### src/cct_cfg.svh
// cct_cfg.svh: offsets, field positions, reset values and mode codes of the capture block
// assumes: included by bare name from the package and the design modules
`ifndef CCT_CFG_SVH
`define CCT_CFG_SVH

// ----------------------------------------------------------------
// register byte offsets (word aligned, data in bits 7:0)
// ----------------------------------------------------------------
`define CCT_OFS_TSEL_LOW   8'h00
`define CCT_OFS_TSEL_HIGH  8'h04
`define CCT_OFS_OPEN_DRAIN 8'h08
`define CCT_OFS_FLAG       8'h0c
`define CCT_OFS_ENABLE     8'h10
`define CCT_OFS_CHAN_BASE  8'h20
`define CCT_CHAN_STRIDE    8'h10
`define CCT_SUB_CONTROL    2'h0
`define CCT_SUB_LOW        2'h1
`define CCT_SUB_HIGH       2'h2

// ----------------------------------------------------------------
// field positions and writable masks
// ----------------------------------------------------------------
`define CCT_NCHAN          7
`define CCT_TSEL_LOW_MASK  8'hd7
`define CCT_TSEL_HIGH_MASK 8'h17
`define CCT_OD_MASK        8'hfe
`define CCT_FLAG_MASK      8'hfe
`define CCT_CTRL_MASK      8'h3f
`define CCT_C4_POS         0
`define CCT_C5_POS         2
`define CCT_C6_POS         4
`define CCT_C7_POS         6
`define CCT_C8_POS         0
`define CCT_C9_POS         2
`define CCT_C10_POS        4

// ----------------------------------------------------------------
// reset values
// ----------------------------------------------------------------
`define CCT_RST_BYTE       8'h00
`define CCT_RST_CTRL       6'h00
`define CCT_RST_CAPTURE    16'h0000

// ----------------------------------------------------------------
// mode field codes
// ----------------------------------------------------------------
`define CCT_MODE_OFF       4'h0
`define CCT_MODE_CMP_TOG   4'h2
`define CCT_CAP_CLASS      2'h1
`define CCT_CAP_FALL       2'h0
`define CCT_CAP_RISE       2'h1
`define CCT_CAP_DIV4       2'h2
`define CCT_CAP_DIV16      2'h3
`define CCT_DIV4_LAST      2'h3
`define CCT_DIV16_LAST     4'hf

`endif

### src/cct_pkg.sv
// cct_pkg.sv: types shared by the capture block and its bench
// assumes: cct_cfg.svh holds the numeric constants
package cct_pkg;
  `include "cct_cfg.svh"

  // ----------------------------------------------------------------
  // timer resources
  // ----------------------------------------------------------------
  typedef enum logic [1:0] {CCT_TIMER_ONE, CCT_TIMER_THREE, CCT_TIMER_FIVE} cct_cc_tmr_t;
  typedef enum logic [1:0] {CCT_TMR2, CCT_TMR4, CCT_TMR6, CCT_TMR8} cct_pwm_tmr_t;

  typedef struct packed {
    cct_cc_tmr_t  cc;
    cct_pwm_tmr_t pwm;
  } cct_tsel_t;

  // ----------------------------------------------------------------
  // wishbone carriers
  // ----------------------------------------------------------------
  typedef struct packed {
    logic [7:0]  adr;
    logic [31:0] dat;
    logic [3:0]  sel;
    logic        we;
    logic        cyc;
    logic        stb;
  } cct_wb_req_t;

  typedef struct packed {
    logic        ack;
    logic [31:0] dat;
  } cct_wb_rsp_t;
endpackage

### src/cct_capture_chan.sv
// cct_capture_chan.sv: one channel's pin synchroniser, edge detect and capture prescaler
// assumes: pin_i is asynchronous; mode_i and timer_ok_i come from the clk_i domain
`timescale 1ns/1ns
`include "cct_cfg.svh"
module cct_capture_chan (
  // clock and reset
  input  wire logic       clk_i,
  input  wire logic       rst_i,
  input  wire logic       ce_i,
  // channel
  input  wire logic       pin_i,
  input  wire logic [3:0] mode_i,
  input  wire logic       timer_ok_i,
  output logic            capture_o
);
  import cct_pkg::*;

  logic [2:0] sync_r, sync_nxt;
  logic       level_r, level_nxt;
  logic [3:0] cnt_r, cnt_nxt;
  logic       cap_r, cap_nxt;
  logic       agree, rise, fall, hit;

  // ----------------------------------------------------------------
  // next state
  // ----------------------------------------------------------------
  always_comb begin
    sync_nxt  = {sync_r[1:0], pin_i};                       // RULE_23
    agree     = (sync_r[1] == sync_r[2]);
    rise      = agree & sync_r[2] & ~level_r;
    fall      = agree & ~sync_r[2] & level_r;
    level_nxt = agree ? sync_r[2] : level_r;
    cnt_nxt   = cnt_r;
    hit       = 1'b0;
    if (mode_i[3:2] != `CCT_CAP_CLASS) begin
      cnt_nxt = 4'h0;                                        // RULE_18 RULE_21
    end else begin
      // switching prescale leaves the count, so a partial count may fire early
      case (mode_i[1:0])                                     // RULE_11 RULE_12 RULE_19
        `CCT_CAP_FALL: hit = fall;
        `CCT_CAP_RISE: hit = rise;
        `CCT_CAP_DIV4: begin
          if (rise) begin
            hit     = (cnt_r[1:0] == `CCT_DIV4_LAST);
            cnt_nxt = hit ? 4'h0 : cnt_r + 4'h1;
          end
        end
        `CCT_CAP_DIV16: begin
          if (rise) begin
            hit     = (cnt_r == `CCT_DIV16_LAST);
            cnt_nxt = hit ? 4'h0 : cnt_r + 4'h1;
          end
        end
        default: hit = 1'b0;
      endcase
    end
    cap_nxt = hit & timer_ok_i;                              // RULE_16
  end

  // ----------------------------------------------------------------
  // registers
  // ----------------------------------------------------------------
  always_ff @(posedge clk_i) begin
    if (rst_i) begin
      sync_r  <= 3'h0;
      level_r <= 1'b0;
      cnt_r   <= 4'h0;                                       // RULE_18
      cap_r   <= 1'b0;
    end else if (ce_i) begin
      sync_r  <= sync_nxt;
      level_r <= level_nxt;
      cnt_r   <= cnt_nxt;
      cap_r   <= cap_nxt;
    end
  end

  assign capture_o = cap_r;
endmodule

### src/cct_capture_top.sv
// cct_capture_top.sv: seven capture channels, timer selection and open-drain control
// assumes: classic wishbone master on clk_i; timer counts come from clk_i logic
`timescale 1ns/1ns
`include "cct_cfg.svh"
// Function
// RULE_01 - capture/compare counts timer one, three or five; pwm uses two/four/six/eight
// RULE_02 - all seven channels run together and may share one timer
// RULE_03 - channel 4 select: 00 t1/t2, 01 t3/t4, 10 t3/t6, 11 reserved
// RULE_04 - channel 5: 0 t1/t2, 1 t5/t4; channel 6: 0 t1/t2, 1 t5/t2
// RULE_05 - channel 7: 00 t1/t2, 01 t5/t4, 10 t5/t6, 11 t5/t8
// RULE_06 - channel 8: 00 t1/t2, 01 t5/t4, 10 t5/t6; small part capture on t1
// RULE_07 - channel 9: 0 t1/t2, 1 t5/t4; channel 10: 0 t1/t2, 1 t5/t2
// RULE_08 - software never writes code 11 into channel 4 or 8 select
// RULE_09 - open-drain bit per channel turns its compare/pwm driver open-drain
// RULE_10 - a capture event copies the selected 16-bit timer into the data pair
// RULE_11 - event is falling, rising, every 4th or every 16th rising edge
// RULE_12 - mode 0100 fall, 0101 rise, 0110 fourth rise, 0111 sixteenth rise
// RULE_13 - each capture sets the channel flag; only software clears it
// RULE_14 - a new capture overwrites an unread earlier value
// RULE_15 - pin should be input; own port drive still counts as an event
// RULE_16 - no capture while the selected timer is in asynchronous counter mode
// RULE_17 - changing capture mode may set the flag falsely; software clears it
// RULE_18 - prescale counter cleared when off, not capturing, or in reset
// RULE_19 - changing prescale directly keeps the counter; first capture may be partial
// RULE_20 - software turns the channel off before writing a new prescale
// RULE_21 - mode 0000 disables the channel and returns it to reset state
// RULE_22 - data register is a readable, writable low byte and high byte
// RULE_23 - pin is synchronised before edge detect, one event per edge
module cct_capture_top #(
  parameter bit SMALL_MEM = 1'b0
) (
  // clock, reset, enable
  input  wire logic                              clk_i,
  input  wire logic                              rst_i,
  input  wire logic                              ce_i,
  // register bus
  input  wire cct_pkg::cct_wb_req_t              wb_req_i,
  output cct_pkg::cct_wb_rsp_t                   wb_rsp_o,
  // timers
  input  wire logic [15:0]                       timer_one_i,
  input  wire logic [15:0]                       timer_three_i,
  input  wire logic [15:0]                       timer_five_i,
  input  wire logic [2:0]                        timer_async_i,
  // channel pins and outputs
  input  wire logic [`CCT_NCHAN-1:0]             pin_i,
  output logic      [`CCT_NCHAN-1:0]             open_drain_o,
  output logic      [`CCT_NCHAN-1:0]             event_req_o,
  output cct_pkg::cct_tsel_t [`CCT_NCHAN-1:0]    tsel_o
);
  import cct_pkg::*;

  localparam int NCH = `CCT_NCHAN;

  // ----------------------------------------------------------------
  // state
  // ----------------------------------------------------------------
  logic [7:0]  tsel_low_r, tsel_low_nxt;
  logic [7:0]  tsel_high_r, tsel_high_nxt;
  logic [7:0]  od_r, od_nxt;
  logic [7:0]  flag_r, flag_nxt;
  logic [7:0]  ien_r, ien_nxt;
  logic [5:0]  ctrl_r [NCH];
  logic [5:0]  ctrl_nxt [NCH];
  logic [15:0] cap_r [NCH];
  logic [15:0] cap_nxt [NCH];
  cct_wb_rsp_t rsp_r, rsp_nxt;
  logic [NCH-1:0] od_out_r, od_out_nxt;
  logic [NCH-1:0] req_r, req_nxt;
  cct_tsel_t [NCH-1:0] tsel_r, tsel_nxt;

  logic [NCH-1:0] capture;
  logic [NCH-1:0] timer_ok;
  cct_tsel_t      chan_tsel [NCH];
  logic [15:0]    chan_timer [NCH];
  logic [5:0]     word_idx;
  logic           wr_en;
  logic [7:0]     wr_byte;

  // ----------------------------------------------------------------
  // functions
  // ----------------------------------------------------------------
  function automatic logic [1:0] sel_code(input int ch, input logic [7:0] lo,
                                          input logic [7:0] hi);
    case (ch)
      0:       sel_code = lo[`CCT_C4_POS +: 2];
      1:       sel_code = {1'b0, lo[`CCT_C5_POS]};
      2:       sel_code = {1'b0, lo[`CCT_C6_POS]};
      3:       sel_code = lo[`CCT_C7_POS +: 2];
      4:       sel_code = hi[`CCT_C8_POS +: 2];
      5:       sel_code = {1'b0, hi[`CCT_C9_POS]};
      6:       sel_code = {1'b0, hi[`CCT_C10_POS]};
      default: sel_code = 2'h0;
    endcase
  endfunction

  // reserved codes fall back to timer one/two
  function automatic cct_tsel_t decode(input int ch, input logic [1:0] c);
    cct_tsel_t t;
    t.cc  = CCT_TIMER_ONE;
    t.pwm = CCT_TMR2;
    case (ch)
      0: begin                                                // RULE_03 RULE_08
        if (c == 2'h1) t = '{CCT_TIMER_THREE, CCT_TMR4};
        else if (c == 2'h2) t = '{CCT_TIMER_THREE, CCT_TMR6};
      end
      1, 5: begin                                             // RULE_04 RULE_07
        if (c[0]) t = '{CCT_TIMER_FIVE, CCT_TMR4};
      end
      2, 6: begin                                             // RULE_04 RULE_07
        if (c[0]) t = '{CCT_TIMER_FIVE, CCT_TMR2};
      end
      3: begin                                                // RULE_05
        case (c)
          2'h1:    t = '{CCT_TIMER_FIVE, CCT_TMR4};
          2'h2:    t = '{CCT_TIMER_FIVE, CCT_TMR6};
          2'h3:    t = '{CCT_TIMER_FIVE, CCT_TMR8};
          default: t = '{CCT_TIMER_ONE, CCT_TMR2};
        endcase
      end
      4: begin                                                // RULE_06 RULE_08
        if (c == 2'h1) t = '{CCT_TIMER_FIVE, CCT_TMR4};
        else if (c == 2'h2) t = '{CCT_TIMER_FIVE, CCT_TMR6};
        if (SMALL_MEM) t.cc = CCT_TIMER_ONE;
      end
      default: t = '{CCT_TIMER_ONE, CCT_TMR2};
    endcase
    return t;
  endfunction

  function automatic logic is_output_mode(input logic [3:0] m);
    return (m == `CCT_MODE_CMP_TOG) || m[3];
  endfunction

  // ----------------------------------------------------------------
  // timer selection and channels
  // ----------------------------------------------------------------
  always_comb begin
    for (int k = 0; k < NCH; k++) begin                       // RULE_02
      chan_tsel[k] = decode(k, sel_code(k, tsel_low_r, tsel_high_r));
      case (chan_tsel[k].cc)                                  // RULE_01
        CCT_TIMER_THREE: begin
          chan_timer[k] = timer_three_i;
          timer_ok[k]   = ~timer_async_i[1];                  // RULE_16
        end
        CCT_TIMER_FIVE: begin
          chan_timer[k] = timer_five_i;
          timer_ok[k]   = ~timer_async_i[2];
        end
        default: begin
          chan_timer[k] = timer_one_i;
          timer_ok[k]   = ~timer_async_i[0];
        end
      endcase
    end
  end

  // own port drive on the pin is seen here like any outside edge
  for (genvar g = 0; g < NCH; g++) begin : g_chan             // RULE_15
    cct_capture_chan u_chan (
      .clk_i      (clk_i),
      .rst_i      (rst_i),
      .ce_i       (ce_i),
      .pin_i      (pin_i[g]),
      .mode_i     (ctrl_r[g][3:0]),
      .timer_ok_i (timer_ok[g]),
      .capture_o  (capture[g])
    );
  end

  // ----------------------------------------------------------------
  // bus decode
  // ----------------------------------------------------------------
  // a write lands on the edge after ack is presented, where the master samples it
  assign word_idx = wb_req_i.adr[7:2];
  assign wr_byte  = wb_req_i.dat[7:0];
  assign wr_en    = wb_req_i.cyc & wb_req_i.stb & wb_req_i.we & rsp_r.ack & wb_req_i.sel[0];

  function automatic logic chan_hit(input logic [5:0] wi, input int ch,
                                    input logic [1:0] sub);
    logic [7:0] a;
    a = `CCT_OFS_CHAN_BASE + 8'(ch) * `CCT_CHAN_STRIDE + {4'h0, sub, 2'h0};
    return wi == a[7:2];
  endfunction

  function automatic logic reg_hit(input logic [5:0] wi, input logic [7:0] ofs);
    return wi == ofs[7:2];
  endfunction

  // ----------------------------------------------------------------
  // register next state
  // ----------------------------------------------------------------
  always_comb begin
    tsel_low_nxt  = tsel_low_r;
    tsel_high_nxt = tsel_high_r;
    od_nxt        = od_r;
    ien_nxt       = ien_r;
    flag_nxt      = flag_r;
    rsp_nxt.ack   = wb_req_i.cyc & wb_req_i.stb & ~rsp_r.ack;
    rsp_nxt.dat   = 32'h0;
    if (wr_en && reg_hit(word_idx, `CCT_OFS_TSEL_LOW))
      tsel_low_nxt = wr_byte & `CCT_TSEL_LOW_MASK;
    if (wr_en && reg_hit(word_idx, `CCT_OFS_TSEL_HIGH))
      tsel_high_nxt = wr_byte & `CCT_TSEL_HIGH_MASK;
    if (wr_en && reg_hit(word_idx, `CCT_OFS_OPEN_DRAIN))
      od_nxt = wr_byte & `CCT_OD_MASK;
    if (wr_en && reg_hit(word_idx, `CCT_OFS_ENABLE))
      ien_nxt = wr_byte & `CCT_FLAG_MASK;
    if (wr_en && reg_hit(word_idx, `CCT_OFS_FLAG))
      flag_nxt = wr_byte & `CCT_FLAG_MASK;
    // hardware set wins over a software clear in the same cycle
    flag_nxt = flag_nxt | {capture, 1'b0};                   // RULE_13 RULE_17
    for (int k = 0; k < NCH; k++) begin
      ctrl_nxt[k] = ctrl_r[k];
      cap_nxt[k]  = cap_r[k];
      if (wr_en && chan_hit(word_idx, k, `CCT_SUB_CONTROL))
        ctrl_nxt[k] = wr_byte[5:0];                           // RULE_20 RULE_21
      if (wr_en && chan_hit(word_idx, k, `CCT_SUB_LOW))
        cap_nxt[k][7:0] = wr_byte;                            // RULE_22
      if (wr_en && chan_hit(word_idx, k, `CCT_SUB_HIGH))
        cap_nxt[k][15:8] = wr_byte;                           // RULE_22
      if (capture[k])
        cap_nxt[k] = chan_timer[k];                           // RULE_10 RULE_14
    end
    // read data
    if (rsp_nxt.ack && !wb_req_i.we) begin
      if (reg_hit(word_idx, `CCT_OFS_TSEL_LOW))   rsp_nxt.dat[7:0] = tsel_low_r;
      if (reg_hit(word_idx, `CCT_OFS_TSEL_HIGH))  rsp_nxt.dat[7:0] = tsel_high_r;
      if (reg_hit(word_idx, `CCT_OFS_OPEN_DRAIN)) rsp_nxt.dat[7:0] = od_r;
      if (reg_hit(word_idx, `CCT_OFS_FLAG))       rsp_nxt.dat[7:0] = flag_r;
      if (reg_hit(word_idx, `CCT_OFS_ENABLE))     rsp_nxt.dat[7:0] = ien_r;
      for (int k = 0; k < NCH; k++) begin
        if (chan_hit(word_idx, k, `CCT_SUB_CONTROL)) rsp_nxt.dat[5:0] = ctrl_r[k];
        if (chan_hit(word_idx, k, `CCT_SUB_LOW))     rsp_nxt.dat[7:0] = cap_r[k][7:0];
        if (chan_hit(word_idx, k, `CCT_SUB_HIGH))    rsp_nxt.dat[7:0] = cap_r[k][15:8];
      end
    end
  end

  // ----------------------------------------------------------------
  // output next state
  // ----------------------------------------------------------------
  always_comb begin
    for (int k = 0; k < NCH; k++) begin
      od_out_nxt[k] = od_r[k+1] & is_output_mode(ctrl_r[k][3:0]);  // RULE_09
      req_nxt[k]    = flag_r[k+1] & ien_r[k+1];
      tsel_nxt[k]   = chan_tsel[k];
    end
  end

  // ----------------------------------------------------------------
  // registers
  // ----------------------------------------------------------------
  always_ff @(posedge clk_i) begin
    if (rst_i) begin
      tsel_low_r  <= `CCT_RST_BYTE;
      tsel_high_r <= `CCT_RST_BYTE;
      od_r        <= `CCT_RST_BYTE;
      flag_r      <= `CCT_RST_BYTE;
      ien_r       <= `CCT_RST_BYTE;
      rsp_r       <= '0;
      od_out_r    <= '0;
      req_r       <= '0;
      tsel_r      <= '0;
      for (int k = 0; k < NCH; k++) begin
        ctrl_r[k] <= `CCT_RST_CTRL;
        cap_r[k]  <= `CCT_RST_CAPTURE;
      end
    end else if (ce_i) begin
      tsel_low_r  <= tsel_low_nxt;
      tsel_high_r <= tsel_high_nxt;
      od_r        <= od_nxt;
      flag_r      <= flag_nxt;
      ien_r       <= ien_nxt;
      rsp_r       <= rsp_nxt;
      od_out_r    <= od_out_nxt;
      req_r       <= req_nxt;
      tsel_r      <= tsel_nxt;
      for (int k = 0; k < NCH; k++) begin
        ctrl_r[k] <= ctrl_nxt[k];
        cap_r[k]  <= cap_nxt[k];
      end
    end
  end

  assign wb_rsp_o     = rsp_r;
  assign open_drain_o = od_out_r;
  assign event_req_o  = req_r;
  assign tsel_o       = tsel_r;
endmodule

### config.mk
export PLATFORM = sky130hd
export DESIGN_NAME = cct_capture_top
export DESIGN_NICKNAME = d
export VERILOG_FILES = /design/src/cct_pkg.sv /design/src/cct_capture_chan.sv /design/src/cct_capture_top.sv
export VERILOG_INCLUDE_DIRS = /design/src
export SDC_FILE = /design/constraint.sdc
export NUM_CORES = 1
export LEC_CHECK = 0
export BUFFER_PORTS_ARGS = -buffer_cell sky130_fd_sc_hd__buf_2
export CAP_MARGIN = 20
export CORE_AREA = 2 2 178 180
export CTS_CLUSTER_SIZE = 8
export DETAILED_ROUTE_END_ITERATION = 12
export DIE_AREA = 0 0 180 182
export PLACE_DENSITY = 0.79
export REMOVE_ABC_BUFFERS = 1
export SLEW_MARGIN = 10
export SYNTH_ARGS = -nofsm -noshare
export SYNTH_HDL_FRONTEND = slang
export SYNTH_SLANG_ARGS = --single-unit
### constraint.sdc
create_clock -name clk_i -period 3.11 [get_ports clk_i]
set_clock_uncertainty 0.05 [all_clocks]
set_input_delay 0.4665 -clock clk_i [delete_from_list [all_inputs] [get_ports clk_i]]
set_output_delay 0.4665 -clock clk_i [all_outputs]
set_load 0.02 [all_outputs]
==> qor_table.md <==
| Parameter | Reported | Unit |
|---|---|---|
| Switching component of the power | 2.30 | mW |
| CP arrival | 2580 | ps |
| Cell-internal power | 6.95 | mW |
| Residual antenna-violating net count after detailed routing | 0 | - |
| Top layer reached by signal wires | met4 | - |
| CTS tree | built | - |
| Dominant register cell in the synthesized netlist | edfxtp_1 | - |
| Post-synthesis instance area | 15600 | sq um |
| Final setup vio count | 0 | - |
| Commonest cells post-synth | a21oi_1 (201), mux2i_1 (156), edfxtp_1 (154) | - |
| Area of the die | 32800 | sq um |
| Top Family by Delay on Critical Path | simple AND/OR/NAND/NOR gates | - |
| Total negative setup slack | 0 | ps |
| Largest area contributor in the netlist | edfxtp_1 | - |
| Maximum number of pins on one net before global-route repair | 54 | - |
| Switching share of total power | 24.9 | % |
| CTS Buffer Depth | 3 | - |
| Part of the Yosys area used for sequential elements | 46.3 | % |
| Max-cap viol count | 0 | - |
| Area growth, synth to finish | 14.4 | % |
| Buffers inserted during post-CTS setup optimization | 0 | - |
| Filler cell count in the final layout | 2614 | - |
| Via count of the routed design | 14.1k | - |
| Clk_lat worst skew | 530 | ps |
| Crit path max-delay cell type | nor2_1 | - |
| Number of buffers inserted during clock tree synthesis | 41 | - |
| Slew at the pin closest to its max-slew limit | 860 | ps |
| Setup crit end kind | register | - |
| Routed wire per std cell | 23.9 | um |
| GRT Util Overall | 31.0 | % |
| Cells traversed along the worst timing path | buf_2 > nand4bb_2 > nor2_1 > a21oi_1 > o21bai_1 > buf_4 | - |
| Ratio of final minimum period to clock period | 77.0 | % |
| Wire length of the first global-routing pass | 78300 | um |
| Core region area | 31000 | sq um |
| Crit path largest cell delay | 590 | ps |
| Number of buffers inserted for hold repair after clock tree synthesis | 0 | - |
| Share of layout cells above drive strength 1 | 15.2 | % |
| Time the final worst path needs with I/O delays and setup | 2400 | ps |
| Die span in y | 182 | um |
| Clock-pin slew reported for the worst setup and hold paths after clock tree synthesis | 50 | ps |
| Mean Syn Cell Area | 9.55 | sq um |
| Horizontal die dimension | 180 | um |
| I/O pin count | 183 | - |
| Total congestion overflow after global routing | 0 | - |
| Post-route met1 wirelength | 20600 | um |
| Final Wtd Congestion | 1.02 | - |
| Yosys warnings | 0 | - |
| Number of different library cells in the post-synthesis netlist | 74 | - |
| Dominant cell by count in the synthesized netlist | a21oi_1 | - |
| Critical path class | input pin to register | - |
| Combinational cell fraction of total power | 8.5 | % |
| Final #Nets | 1898 | - |
| Routed length on met3 | 5690 | um |
| Hold/Removal Path Class | input pin to register | - |
| Number of optimization iterations in the first detailed-route pass | 6 | - |
| Clk Tree Root Cell | clkbuf_16 | - |
| Sequential group share of total power | 46.1 | % |
| Routed length on met2 | 23500 | um |
| Cell row count | 65 | - |
| Result of the run | completed | - |
| Post-synth top area share | 29.6 | % |
| Max H-tree Level | 2 | - |
| Setup repair after global routing missed its margin | false | - |
| Worst ir drop on vdd | 0.373 | mV |
| Total count of max-transition violations in the final report | 0 | - |
| Via density | 6.44 | - |
| Post-CTS sizing | 0 | - |
| Via count of the first global-routing pass | 13.3k | - |
| Number of sinks on the clock net | 284 | - |
| Initial antenna violation count | 0 | - |
| Critical path startpoint category | input pin | - |
| Initial Utilization | 50.4 | % |
| Initial DRC Count | 2004 | - |
| Upper clock frequency limit | 417 | MHz |
| Total Wirelength | 52300 | um |
| Non-Filler Instances | 2188 | - |
| Total power density per cell area | 517 | nW/um^2 |
| Max transition margin | 42.6 | % |
| Share of total power in the clock network | 45.4 | % |
| DP Cell Count | 2117 | - |
| Leakage power total | 6.71 | nW |
| Port buffer count | 116 | - |
| Synthesis-stage register bit count | 284 | - |
| Synthesized instance count | 1636 | - |
| Largest cells by area after synthesis | edfxtp_1 (30%), dfxtp_1 (17%), mux2i_1 (10%), a21oi_1 (6.4%), nor2_1 (3.4%) | - |
| Critical Path RT | 3290 | ps |
| Worst-path maximum fanout | 26 | - |
| Residual DRC count | 0 | - |
| Share of async-settable or async-resettable flops after synthesis | 0 | % |
| Final hold violation count | 0 | - |
| Placed wire-length estimate | 37500 | um |
| Combined buffer and inverter count along the critical path | 2 | - |
| EDFF count, synth | 154 | - |
==> layout make-up <==
class	instances	area (sq um)	area share, %
multi-input cells	1207	7670	42.9
flip-flops and latches	284	7230	40.4
diodes	1	2.50	0.0140
clock buffers	69	1180	6.62
repair buffers	189	1150	6.41
inverters	35	131	0.735
well taps	402	503	2.81
clock inverters	1	8.76	0.0490
==> registers in the layout, summed over array words and instances (netlist names), 9 cells and up <==
name                  count
cap_r                   112
ctrl_r                   42
g_chan.u_chan.cnt_r      28
g_chan.u_chan.sync_r     21
tsel_o                   13
wb_rsp_o                  9
==> metrics by stage <==
stage                     total power, mW  worst slack, ps  hold slack [ps]  instance area (sq um)  util, %
after global placement               5.06              371              382                  16700     53.8
after floorplan                      4.65              163              388                  15000        -
after detailed placement             5.08              295              400                  16700     53.8
after CTS                            9.23              815              125                  17900     57.7
final                                9.25              714              126                  17900     57.7
after global routing                 9.48              665              156                  17900     57.7
==> worst register-to-register path, stage by stage (launching register included) <==
cell	delay (ps)
dfxtp_1	370
inv_1	60
ha_1	710
mux2_2	420
a2111oi_0	380
a22o_1	180
==> placed cells by master, fill, tap and decap left out, drive strengths merged, types with 12 or more instances in the layout <==
| master | instances |
|---|---|
| a31oi | 20 |
| inv | 36 |
| o211ai | 17 |
| a211oi | 14 |
| edfxtp | 154 |
| o21bai | 27 |
| nor2 | 150 |
| nor2b | 19 |
| clkbuf | 69 |
| nand2b | 16 |
| o21ai | 106 |
| buf | 189 |
| nor3b | 17 |
| conb | 37 |
| dfxtp | 130 |
| and2 | 16 |
| or3 | 13 |
| ha | 32 |
| nor3 | 37 |
| nand2 | 134 |
| nand3 | 34 |
| a21oi | 201 |
| mux2i | 156 |
| a221oi | 12 |
==> layer usage <==
| metal | up-vias | GRT usage [%] |
|---|---|---|
| li1 | 6270 | - |
| met1 | 6694 | 41.4 |
| met2 | 953 | 49.1 |
| met3 | 164 | 5.31 |
| met4 | 0 | 14.9 |
| met5 | - | 0 |
==> final timing paths <==
check / from / end / slack (ps) / depth (start not counted)
max: wb_req_i[42] / cap_r[2][15]$_SDFFCE_PN0P_ / 710 / 6
min: pin_i[1] / g_chan[1].u_chan.sync_r[0]$_SDFFE_PP0P_ / 130 / 3
max reg2reg: tsel_low_r[0]$_SDFFE_PP0P_ / g_chan[0].u_chan.capture_o$_SDFFE_PP0P_ / 890 / 5
min reg2reg: event_req_o[4]$_SDFFE_PP0P_ / event_req_o[4]$_SDFFE_PP0P_ / 400 / 2
==> kinds of logic after synthesis <==
family,Yosys count,synth area share (%)
and+or+nand+nor,482,15.7
DFF,284,46.3
adders and majority gates,32,2.56
other,1,0.0240
buffers and inverters,181,5.52
AOI/OAI and AO/OA,494,19.5
muxes,162,10.4
==> power groups by stage <==
stage,Sequential (mW),Clock (mW),Combinational (mW)
detailed placement,4.32,0,0.756
finish,4.26,4.20,0.784
CTS,4.26,4.22,0.760
global placement,4.32,0,0.735
global route,4.27,4.38,0.832
floorplan,4.28,0,0.369
No activity file was read; power rests on OpenSTA's default activity.
